--- src/include/ssr_pkg.sv ---
package ssr_pkg;

    // core clock
    localparam int CLK_PERIOD_NS = 10;

    // spike suppression on both bus lines, longest rejected pulse
    localparam int GLITCH_NS = 100;
    localparam int GLITCH_CYC = (GLITCH_NS / CLK_PERIOD_NS < 1) ? 1 : GLITCH_NS / CLK_PERIOD_NS;
    localparam int GLITCH_CNT_W = 5;

    // fixed upper slave-address nibble per variant
    localparam logic [3:0] GROUP_STD = 4'ha;
    localparam logic [3:0] GROUP_ALT = 4'hb;

    // array geometry
    localparam int WORD_W = 8;
    localparam int PTR_W = 8;
    localparam int MEM_WORDS_LARGE = 256;
    localparam int MEM_WORDS_SMALL = 128;
    localparam logic [7:0] PTR_MASK_LARGE = 8'hff;
    localparam logic [7:0] PTR_MASK_SMALL = 8'h7f;

    // reset values and bits per byte
    localparam logic [7:0] PTR_RST = 8'h00;
    localparam logic [7:0] BYTE_RST = 8'h00;
    localparam logic [3:0] BITCNT_RST = 4'h0;
    localparam logic [3:0] BITS_PER_BYTE = 4'h8;

    // write buffer between bus engine and array
    localparam int FIFO_DEPTH = 32;
    localparam int FIFO_WIDTH = PTR_W + WORD_W;

    typedef enum logic [2:0] {
        ST_IDLE,
        ST_ADDR,
        ST_WORD,
        ST_WDATA,
        ST_ACK,
        ST_TX,
        ST_MACK
    } ssr_state_t;

endpackage

--- src/core/ssr_fifo.sv ---
`timescale 1ns/100ps
module ssr_fifo #(
    parameter int WIDTH = 16,
    parameter int DEPTH = 32
) (
    // clock and reset
    input wire logic clk,
    input wire logic rst,
    // fill side
    input wire logic in_valid,
    output logic in_ready,
    input wire logic [WIDTH-1:0] in_data,
    // drain side
    output logic out_valid,
    input wire logic out_ready,
    output logic [WIDTH-1:0] out_data
);
    localparam int AW = $clog2(DEPTH);

    logic [WIDTH-1:0] store [0:DEPTH-1];
    logic [AW:0] wr_ptr_reg;
    logic [AW:0] rd_ptr_reg;
    logic push;
    logic pop;

    // extra pointer bit tells full from empty
    assign in_ready = !((wr_ptr_reg[AW] != rd_ptr_reg[AW]) && (wr_ptr_reg[AW-1:0] == rd_ptr_reg[AW-1:0]));
    assign out_valid = (wr_ptr_reg != rd_ptr_reg);
    assign push = in_valid && in_ready;
    assign pop = out_valid && out_ready;
    assign out_data = store[rd_ptr_reg[AW-1:0]];

    always_ff @(posedge clk) begin
        if (push) begin
            store[wr_ptr_reg[AW-1:0]] <= in_data;
        end
    end

    always_ff @(posedge clk) begin
        if (rst) begin
            wr_ptr_reg <= '0;
        end else if (push) begin
            wr_ptr_reg <= wr_ptr_reg + 1'b1;
        end
    end

    always_ff @(posedge clk) begin
        if (rst) begin
            rd_ptr_reg <= '0;
        end else if (pop) begin
            rd_ptr_reg <= rd_ptr_reg + 1'b1;
        end
    end
endmodule

--- src/core/ssr_slave.sv ---
`timescale 1ns/100ps
module ssr_slave #(
    parameter bit ALT_GROUP = 1'b0,
    parameter bit SMALL_ARRAY = 1'b0
) (
    // clock and reset
    input wire logic core_clk,
    input wire logic rst,
    // serial bus, open drain data
    input wire logic scl_in,
    input wire logic sda_in,
    output logic sda_out,
    output logic sda_oe,
    // straps and power save
    input wire logic strap_addr_bit0,
    input wire logic strap_addr_bit1,
    input wire logic strap_addr_bit2,
    input wire logic power_save,
    // status
    output logic bus_busy,
    output logic power_save_active
);
    localparam logic [3:0] GROUP = ALT_GROUP ? ssr_pkg::GROUP_ALT : ssr_pkg::GROUP_STD;
    localparam logic [7:0] PTR_MASK = SMALL_ARRAY ? ssr_pkg::PTR_MASK_SMALL : ssr_pkg::PTR_MASK_LARGE;
    localparam logic [ssr_pkg::GLITCH_CNT_W-1:0] GLITCH_LIM = ssr_pkg::GLITCH_CNT_W'(ssr_pkg::GLITCH_CYC);

    logic [ssr_pkg::WORD_W-1:0] mem [0:ssr_pkg::MEM_WORDS_LARGE-1];

    // pin sampling and filtering, index 0 is clock, 1 is data
    logic [1:0] pin_raw;
    logic [1:0] sync0_reg;
    logic [1:0] sync1_reg;
    logic [1:0] filt_reg;
    logic [1:0] filt_prev_reg;
    logic [2:0] strap_sync0_reg;
    logic [2:0] strap_sync1_reg;
    logic [1:0] ps_sync_reg;
    logic bus_rst;

    // bus engine
    ssr_pkg::ssr_state_t state_reg;
    ssr_pkg::ssr_state_t after_ack_reg;
    logic [3:0] bitcnt_reg;
    logic [7:0] rx_reg;
    logic [7:0] tx_reg;
    logic [7:0] ptr_reg;
    logic fetch_pend_reg;
    logic sda_oe_reg;

    // decoded events
    logic scl_f;
    logic sda_f;
    logic scl_rise;
    logic scl_fall;
    logic start_det;
    logic stop_det;
    logic in_rx;
    logic byte_end;
    logic addr_hit;
    logic ack_now;
    logic fetch_load;
    logic [2:0] tx_idx;

    // write buffer
    logic wbuf_in_valid;
    logic wbuf_in_ready;
    logic wbuf_out_valid;
    logic wbuf_out_ready;
    logic [ssr_pkg::FIFO_WIDTH-1:0] wbuf_in_data;
    logic [ssr_pkg::FIFO_WIDTH-1:0] wbuf_out_data;

    function automatic logic [7:0] ptr_step(input logic [7:0] p);
        ptr_step = (p + 8'h01) & PTR_MASK;
    endfunction

    assign pin_raw = {sda_in, scl_in};

    // two flops before anything looks at a pin
    always_ff @(posedge core_clk) begin
        if (rst) begin
            sync0_reg <= 2'h3;
            sync1_reg <= 2'h3;
        end else begin
            sync0_reg <= pin_raw;
            sync1_reg <= sync0_reg;
        end
    end

    always_ff @(posedge core_clk) begin
        if (rst) begin
            strap_sync0_reg <= 3'h0;
            strap_sync1_reg <= 3'h0;
            ps_sync_reg <= 2'h0;
        end else begin
            strap_sync0_reg <= {strap_addr_bit2, strap_addr_bit1, strap_addr_bit0};
            strap_sync1_reg <= strap_sync0_reg;
            ps_sync_reg <= {ps_sync_reg[0], power_save};
        end
    end

    assign bus_rst = rst || ps_sync_reg[1];

    // a line level is taken only after it held longer than the spike limit
    genvar gi;
    generate
        for (gi = 0; gi < 2; gi++) begin : g_filt
            logic [ssr_pkg::GLITCH_CNT_W-1:0] cnt_reg;
            always_ff @(posedge core_clk) begin
                if (bus_rst) begin
                    cnt_reg <= '0;
                    filt_reg[gi] <= 1'b1;
                end else if (sync1_reg[gi] == filt_reg[gi]) begin
                    cnt_reg <= '0;
                end else if (cnt_reg == GLITCH_LIM) begin
                    cnt_reg <= '0;
                    filt_reg[gi] <= sync1_reg[gi];
                end else begin
                    cnt_reg <= cnt_reg + 1'b1;
                end
            end
        end
    endgenerate

    always_ff @(posedge core_clk) begin
        if (bus_rst) begin
            filt_prev_reg <= 2'h3;
        end else begin
            filt_prev_reg <= filt_reg;
        end
    end

    assign scl_f = filt_reg[0];
    assign sda_f = filt_reg[1];
    assign scl_rise = scl_f && !filt_prev_reg[0];
    assign scl_fall = !scl_f && filt_prev_reg[0];
    // data moving under a high clock is a condition, never a bit
    assign start_det = scl_f && filt_prev_reg[0] && !sda_f && filt_prev_reg[1];
    assign stop_det = scl_f && filt_prev_reg[0] && sda_f && !filt_prev_reg[1];

    assign in_rx = (state_reg == ssr_pkg::ST_ADDR) || (state_reg == ssr_pkg::ST_WORD) ||
        (state_reg == ssr_pkg::ST_WDATA);
    assign byte_end = scl_fall && (bitcnt_reg == ssr_pkg::BITS_PER_BYTE);
    assign addr_hit = (rx_reg[7:4] == GROUP) && (rx_reg[3:1] == strap_sync1_reg);

    // a full buffer refuses the byte with a missing ack
    always_comb begin
        case (state_reg)
            ssr_pkg::ST_ADDR: ack_now = addr_hit;
            ssr_pkg::ST_WORD: ack_now = 1'b1;
            ssr_pkg::ST_WDATA: ack_now = wbuf_in_ready;
            default: ack_now = 1'b0;
        endcase
    end

    // reads wait for pending writes so the data is never stale
    assign fetch_load = fetch_pend_reg && !wbuf_out_valid;
    assign tx_idx = 3'(4'h7 - bitcnt_reg);

    // protocol state
    always_ff @(posedge core_clk) begin
        if (bus_rst) begin
            state_reg <= ssr_pkg::ST_IDLE;
            after_ack_reg <= ssr_pkg::ST_IDLE;
            bitcnt_reg <= ssr_pkg::BITCNT_RST;
        end else if (start_det) begin
            state_reg <= ssr_pkg::ST_ADDR;
            bitcnt_reg <= ssr_pkg::BITCNT_RST;
        end else if (stop_det) begin
            state_reg <= ssr_pkg::ST_IDLE;
            bitcnt_reg <= ssr_pkg::BITCNT_RST;
        end else begin
            case (state_reg)
                ssr_pkg::ST_ADDR, ssr_pkg::ST_WORD, ssr_pkg::ST_WDATA: begin
                    if (scl_rise) begin
                        bitcnt_reg <= bitcnt_reg + 4'h1;
                    end else if (byte_end) begin
                        if (ack_now) begin
                            state_reg <= ssr_pkg::ST_ACK;
                            if (state_reg == ssr_pkg::ST_ADDR) begin
                                after_ack_reg <= rx_reg[0] ? ssr_pkg::ST_TX : ssr_pkg::ST_WORD;
                            end else begin
                                after_ack_reg <= ssr_pkg::ST_WDATA;
                            end
                        end else begin
                            state_reg <= ssr_pkg::ST_IDLE;
                        end
                    end
                end
                ssr_pkg::ST_ACK: begin
                    if (scl_fall) begin
                        state_reg <= after_ack_reg;
                        bitcnt_reg <= ssr_pkg::BITCNT_RST;
                    end
                end
                ssr_pkg::ST_TX: begin
                    if (scl_rise) begin
                        bitcnt_reg <= bitcnt_reg + 4'h1;
                    end else if (byte_end) begin
                        state_reg <= ssr_pkg::ST_MACK;
                    end
                end
                ssr_pkg::ST_MACK: begin
                    if (scl_rise && sda_f) begin
                        state_reg <= ssr_pkg::ST_IDLE;
                    end else if (scl_fall) begin
                        state_reg <= ssr_pkg::ST_TX;
                        bitcnt_reg <= ssr_pkg::BITCNT_RST;
                    end
                end
                default: begin
                    state_reg <= ssr_pkg::ST_IDLE;
                end
            endcase
        end
    end

    // incoming bits are taken on the clock rise
    always_ff @(posedge core_clk) begin
        if (bus_rst) begin
            rx_reg <= ssr_pkg::BYTE_RST;
        end else if (in_rx && scl_rise) begin
            rx_reg <= {rx_reg[6:0], sda_f};
        end
    end

    // data line drive, changed only just after a clock fall
    always_ff @(posedge core_clk) begin
        if (bus_rst || start_det || stop_det) begin
            sda_oe_reg <= 1'b0;
        end else if (in_rx && byte_end) begin
            sda_oe_reg <= ack_now;
        end else if (state_reg == ssr_pkg::ST_ACK && scl_fall) begin
            sda_oe_reg <= (after_ack_reg == ssr_pkg::ST_TX) && !tx_reg[7];
        end else if (state_reg == ssr_pkg::ST_TX && scl_fall) begin
            sda_oe_reg <= !byte_end && !tx_reg[tx_idx];
        end else if (state_reg == ssr_pkg::ST_MACK && scl_fall) begin
            sda_oe_reg <= !tx_reg[7];
        end else if (state_reg == ssr_pkg::ST_MACK || state_reg == ssr_pkg::ST_IDLE) begin
            sda_oe_reg <= 1'b0;
        end
    end

    // read fetch is requested at the address ack and at every master ack
    always_ff @(posedge core_clk) begin
        if (bus_rst) begin
            fetch_pend_reg <= 1'b0;
        end else if (state_reg == ssr_pkg::ST_ADDR && byte_end && addr_hit && rx_reg[0]) begin
            fetch_pend_reg <= 1'b1;
        end else if (state_reg == ssr_pkg::ST_MACK && scl_rise && !sda_f) begin
            fetch_pend_reg <= 1'b1;
        end else if (fetch_load) begin
            fetch_pend_reg <= 1'b0;
        end
    end

    always_ff @(posedge core_clk) begin
        if (bus_rst) begin
            tx_reg <= ssr_pkg::BYTE_RST;
        end else if (fetch_load) begin
            tx_reg <= mem[ptr_reg];
        end
    end

    // pointer keeps its value across transfers, only bus reset clears it
    always_ff @(posedge core_clk) begin
        if (bus_rst) begin
            ptr_reg <= ssr_pkg::PTR_RST;
        end else if (state_reg == ssr_pkg::ST_WORD && byte_end) begin
            ptr_reg <= rx_reg & PTR_MASK;
        end else if (wbuf_in_valid && wbuf_in_ready) begin
            ptr_reg <= ptr_step(ptr_reg);
        end else if (fetch_load) begin
            ptr_reg <= ptr_step(ptr_reg);
        end
    end

    // each accepted data byte goes to the buffer with its address
    assign wbuf_in_valid = (state_reg == ssr_pkg::ST_WDATA) && byte_end;
    assign wbuf_in_data = {ptr_reg, rx_reg};
    // the array port is shared; a fetch never overlaps a drain
    assign wbuf_out_ready = !fetch_load;

    ssr_fifo #(
        .WIDTH(ssr_pkg::FIFO_WIDTH),
        .DEPTH(ssr_pkg::FIFO_DEPTH)
    ) u_wbuf (
        .clk(core_clk),
        .rst(bus_rst),
        .in_valid(wbuf_in_valid),
        .in_ready(wbuf_in_ready),
        .in_data(wbuf_in_data),
        .out_valid(wbuf_out_valid),
        .out_ready(wbuf_out_ready),
        .out_data(wbuf_out_data)
    );

    // array content survives bus reset, as a static ram should
    always_ff @(posedge core_clk) begin
        if (wbuf_out_valid && wbuf_out_ready) begin
            mem[wbuf_out_data[15:8]] <= wbuf_out_data[7:0];
        end
    end

    always_ff @(posedge core_clk) begin
        if (rst) begin
            bus_busy <= 1'b0;
        end else begin
            bus_busy <= (state_reg != ssr_pkg::ST_IDLE) || wbuf_out_valid;
        end
    end

    assign power_save_active = ps_sync_reg[1];
    assign sda_out = 1'b0;
    assign sda_oe = sda_oe_reg;
endmodule

--- config.mk ---
export PLATFORM = sky130hd
export DESIGN_NAME = ssr_slave
export DESIGN_NICKNAME = d
export VERILOG_FILES = /design/src/include/ssr_pkg.sv /design/src/core/ssr_fifo.sv /design/src/core/ssr_slave.sv
export SDC_FILE = /design/constraint.sdc
export NUM_CORES = 2
export LEC_CHECK = 0
export BUFFER_PORTS_ARGS = -buffer_cell sky130_fd_sc_hd__buf_2
export CAP_MARGIN = 5
export CORE_MARGIN = 2
export CORE_UTILIZATION = 57
export DETAILED_ROUTE_END_ITERATION = 16
export PLACE_DENSITY = 0.75
export SLEW_MARGIN = 20
export SYNTH_ARGS = -nofsm -noshare
export SYNTH_HDL_FRONTEND = slang
export SYNTH_SLANG_ARGS = --single-unit
--- constraint.sdc ---
create_clock -name core_clk -period 4.3 [get_ports core_clk]
set_clock_uncertainty 0.05 [all_clocks]
set_input_delay 0.43 -clock core_clk [delete_from_list [all_inputs] [get_ports core_clk]]
set_output_delay 0.43 -clock core_clk [all_outputs]
set_load 0.005 [all_outputs]
==> qor.yml <==
clock_tree:
  cts_inserted_buffers: 241
  cts_root_buf: "sky130_fd_sc_hd__clkbuf_16"
  clkTransAtPathRegs_ns: 0.06
  cts-htree-levels: 4
  cts_sinks: 2640
  cts_buffer_depth: 3
  clock_insertion_delay_worst_skew_ns: 0.89
  cts_tree: "built"
worst_setup_path:
  path_class: "reg2reg"
  cp-end-kind: "register"
  ff2ff_path_depth: 11
  crit_required_ns: 4.84
  regToRegEndpoint: "mem[86][7]"
  worst-path-max-fanout: 12
  cp-start-kind: "register"
  regToRegSetupSlack_ns: 0.03
  arrival_ns: 4.80
yosys:
  postSynthAreaPerCell_sq_um: 21.14
  synth-edff-count: 2560
  combinational_family_with_the_most_area_after_synthesis: "multiplexers"
  synth_seq_cells: 2640
  syn_nets: 4864
  muxShareOfSynthArea_pct: 16.44
  synth.top_cells.by_area: "sky130_fd_sc_hd__edfxtp_1, sky130_fd_sc_hd__mux4_2, sky130_fd_sc_hd__mux2i_1"
  post_synth_fa_ha_maj_area_fraction_pct: 0.1466
  synth.distinct_cells: 78
  post_synthesis_cell_area_sq_mm: 0.1024
  synth_largest_area_cell: "sky130_fd_sc_hd__edfxtp_1"
  number_of_warnings_printed_during_yosys_synthesis: 0
  synthCells: 4844
  async_flop_share_pct: 0
  synth.top_cell.area_share_pct: 75.07
  synth_ff_type: "sky130_fd_sc_hd__edfxtp_1"
  synth_compound_area_share_pct: 2.334
  yosysSeqAreaShare_pct: 76.63
  synth_simple_gate_area_share_pct: 2.820
  synth-xor-area-share_pct: 0.3336
place:
  dp_worst_setup_slack_ns: -0.01201
  port_buffers: 10
  dp.final_hpwl_mm: 163.3
  gpl.final_weighted_congestion: 0.9573
  dp.cells: 7461
drt:
  routed_wire_length_per_instance_um: 33.33
  via_total_after_detailed_routing: 53050
  number_of_drc_markers_in_iteration_0: 8372
  drt_pre_antenna_iters: 6
  final_antenna_net_count: 0
  avgViaCountPerCell: 6.686
  drc: 0
  wl_mm: 264.5
finish:
  final_net_count: 5382
  flip_flop_count_of_the_largest_register_after_layout: 2048
  drive_gt1_share_pct: 28.89
  utilization_pct: 65.67
  layout_commonest_cell: "sky130_fd_sc_hd__edfxtp_1"
  final_cell_count_no_fill: 7935
  top_library_cells_by_usage_in_the_layout_fill_and_taps_aside: "sky130_fd_sc_hd__edfxtp_1, sky130_fd_sc_hd__mux4_2, sky130_fd_sc_hd__buf_4"
  flow.area_growth_from_synthesis_pct: 14.42
  filler_cell_count: 11130
grt:
  global_route.overflow_total: 0
  global_route_wire_length_before_repair_mm: 381.6
  grt_antenna_before_repair: 11
  grt_pass1_vias: 52950
  grt_max_degree: 114
  groute.usage.overall_pct: 29.02
timing:
  finalHoldViolations: 0
  final_period_minus_worst_setup_slack_ns: 4.266
  post-route-period-util_pct: 99.21
  layout_setup_ws_ns: 0.03408
  timing.final.max_slew_violations: 0
  max_slew_margin_pct: 20.54
  max_freq_mhz: 234.4
  grt_setup_unrepaired: "true"
  final-setup-viol-count: 0
  tightestPinTransition_ns: 1.186
floorplanning:
  initial_utilization_pct: 57.39
  row_count: 155
  io-pin-count: 12
  core_region_area_sq_mm: 0.1784
  die-height_um: 427.9
  dieArea_sq_mm: 0.1831
  die_width_um: 427.9
worst_hold_path:
  hold-path-cell-count: 1
  min_path_type: "reg2reg"
  worst_hold_path.endpoint: "sync1_reg[1]"
  worst_hold_startpoint: "sync0_reg[1]"
pwr:
  design_power_total_mw: 49.38
  leakagePower_nw: 35.70
  ir_worst_vdd_mv: 0.3919
  power_density_mw_per_mm2: 421.4
job:
  cap_viol_max_count: 0
status:
  result_of_the_run: "complete, no violations"
==> cell usage after synthesis (11+ instances only) <==
master and n:
sky130_fd_sc_hd__nand2b_1 17, sky130_fd_sc_hd__a31oi_1 11, sky130_fd_sc_hd__a221oi_1 34, sky130_fd_sc_hd__edfxtp_1 2560, sky130_fd_sc_hd__inv_1 15, sky130_fd_sc_hd__xnor2_1 18
sky130_fd_sc_hd__mux4_2 660, sky130_fd_sc_hd__a211oi_1 23, sky130_fd_sc_hd__ha_1 12, sky130_fd_sc_hd__buf_1 37, sky130_fd_sc_hd__o22ai_1 32, sky130_fd_sc_hd__o221ai_1 17
sky130_fd_sc_hd__a22oi_1 22, sky130_fd_sc_hd__a21oi_1 56, sky130_fd_sc_hd__dfxtp_1 80, sky130_fd_sc_hd__nand2_1 115, sky130_fd_sc_hd__nor2_1 400, sky130_fd_sc_hd__clkbuf_1 118
sky130_fd_sc_hd__xor2_1 21, sky130_fd_sc_hd__mux2_2 21, sky130_fd_sc_hd__nand3_1 33, sky130_fd_sc_hd__nor3_1 11, sky130_fd_sc_hd__or2_2 11, sky130_fd_sc_hd__buf_2 101
sky130_fd_sc_hd__mux2i_1 171, sky130_fd_sc_hd__buf_4 13, sky130_fd_sc_hd__nor2b_1 27, sky130_fd_sc_hd__o21ai_0 46
==> worst max path at each step <==
stage	from	endpoint	slack, ns	cells after the start
2_1_floorplan	register	mem[0][0]	-0.32	8
3_3_place_gp	register	mem[70][3]	-0.09	11
3_5_place_dp	register	mem[70][0]	-0.01	11
4_1_cts	register	mem[244][2]	0.03	9
5_1_grt	register	mem[54][3]	-0.03	11
6_report	register	mem[86][7]	0.03	11
==> through the flow <==
step	hold WS (ns)	area [sq um]	TNS, ns
detailed placement	0.3500	109000	-0.09370
CTS	0.3690	117100	0
global placement	0.3549	109000	-0.8885
floorplan	0.3395	102400	-652.20
finish	0.3747	117200	0
global route	0.3913	117200	-0.2324
==> per-layer routing <==
layer / share of wire, % / track usage (%)
met3: 13 / 7.130
met5: 0.033 / 0
met2: 47 / 44.93
met4: 4.2 / 11.06
met1: 36 / 40.56
==> area by class of cell <==
class	instances	area [sq um]	area share (%)
flip-flops and latches	2640	78510	67.00
multi-input cells	1911	22780	19.44
clock buffers	300	6389	5.452
repair buffers	550	4900	4.182
well taps	2355	2947	2.515
clock inverters	157	1567	1.337
inverters	18	70.07	0.05980
diodes	4	10.01	0.008543
==> timing repair <==
item	in CTS	in global routing
setup buffers	0	0
hold endpoints to repair	14	0
hold buffers	13	0
gates resized for setup	1	7
endpoints found under the setup margin	35	54
pin swaps	0	0
==> kinds of logic after synthesis <==
family,after synthesis
flops,2640
mux,853
simple gates,669
compound gates,337
buf+inv,293
xor+xnor,39
fa+ha+maj,12
other cells,1
==> power breakdown <==
group | internal (mW) | leakage [nW] | total, mW | switching (mW)
clock | 12.1 | 3.85 | 21.5 | 9.42
combinational | 0.0362 | 8.51 | 0.110 | 0.0737
sequential | 27.8 | 23.3 | 27.8 | 0.00400
total | 39.9 | 35.7 | 49.4 | 9.49
==> worst max-delay path, cell delays in order, from the launching register on <==
cell and delay [ns]:
sky130_fd_sc_hd__dfxtp_4 0.52, sky130_fd_sc_hd__buf_4 0.29, sky130_fd_sc_hd__mux4_2 0.53, sky130_fd_sc_hd__mux4_2 0.54, sky130_fd_sc_hd__mux2i_1 0.22, sky130_fd_sc_hd__buf_4 0.20
sky130_fd_sc_hd__nand2b_1 0.10, sky130_fd_sc_hd__nor2_1 0.27, sky130_fd_sc_hd__nand2_2 0.32, sky130_fd_sc_hd__buf_4 0.28, sky130_fd_sc_hd__nor2_1 0.37, sky130_fd_sc_hd__buf_4 0.27
No activity file was read; power rests on OpenSTA's default activity.
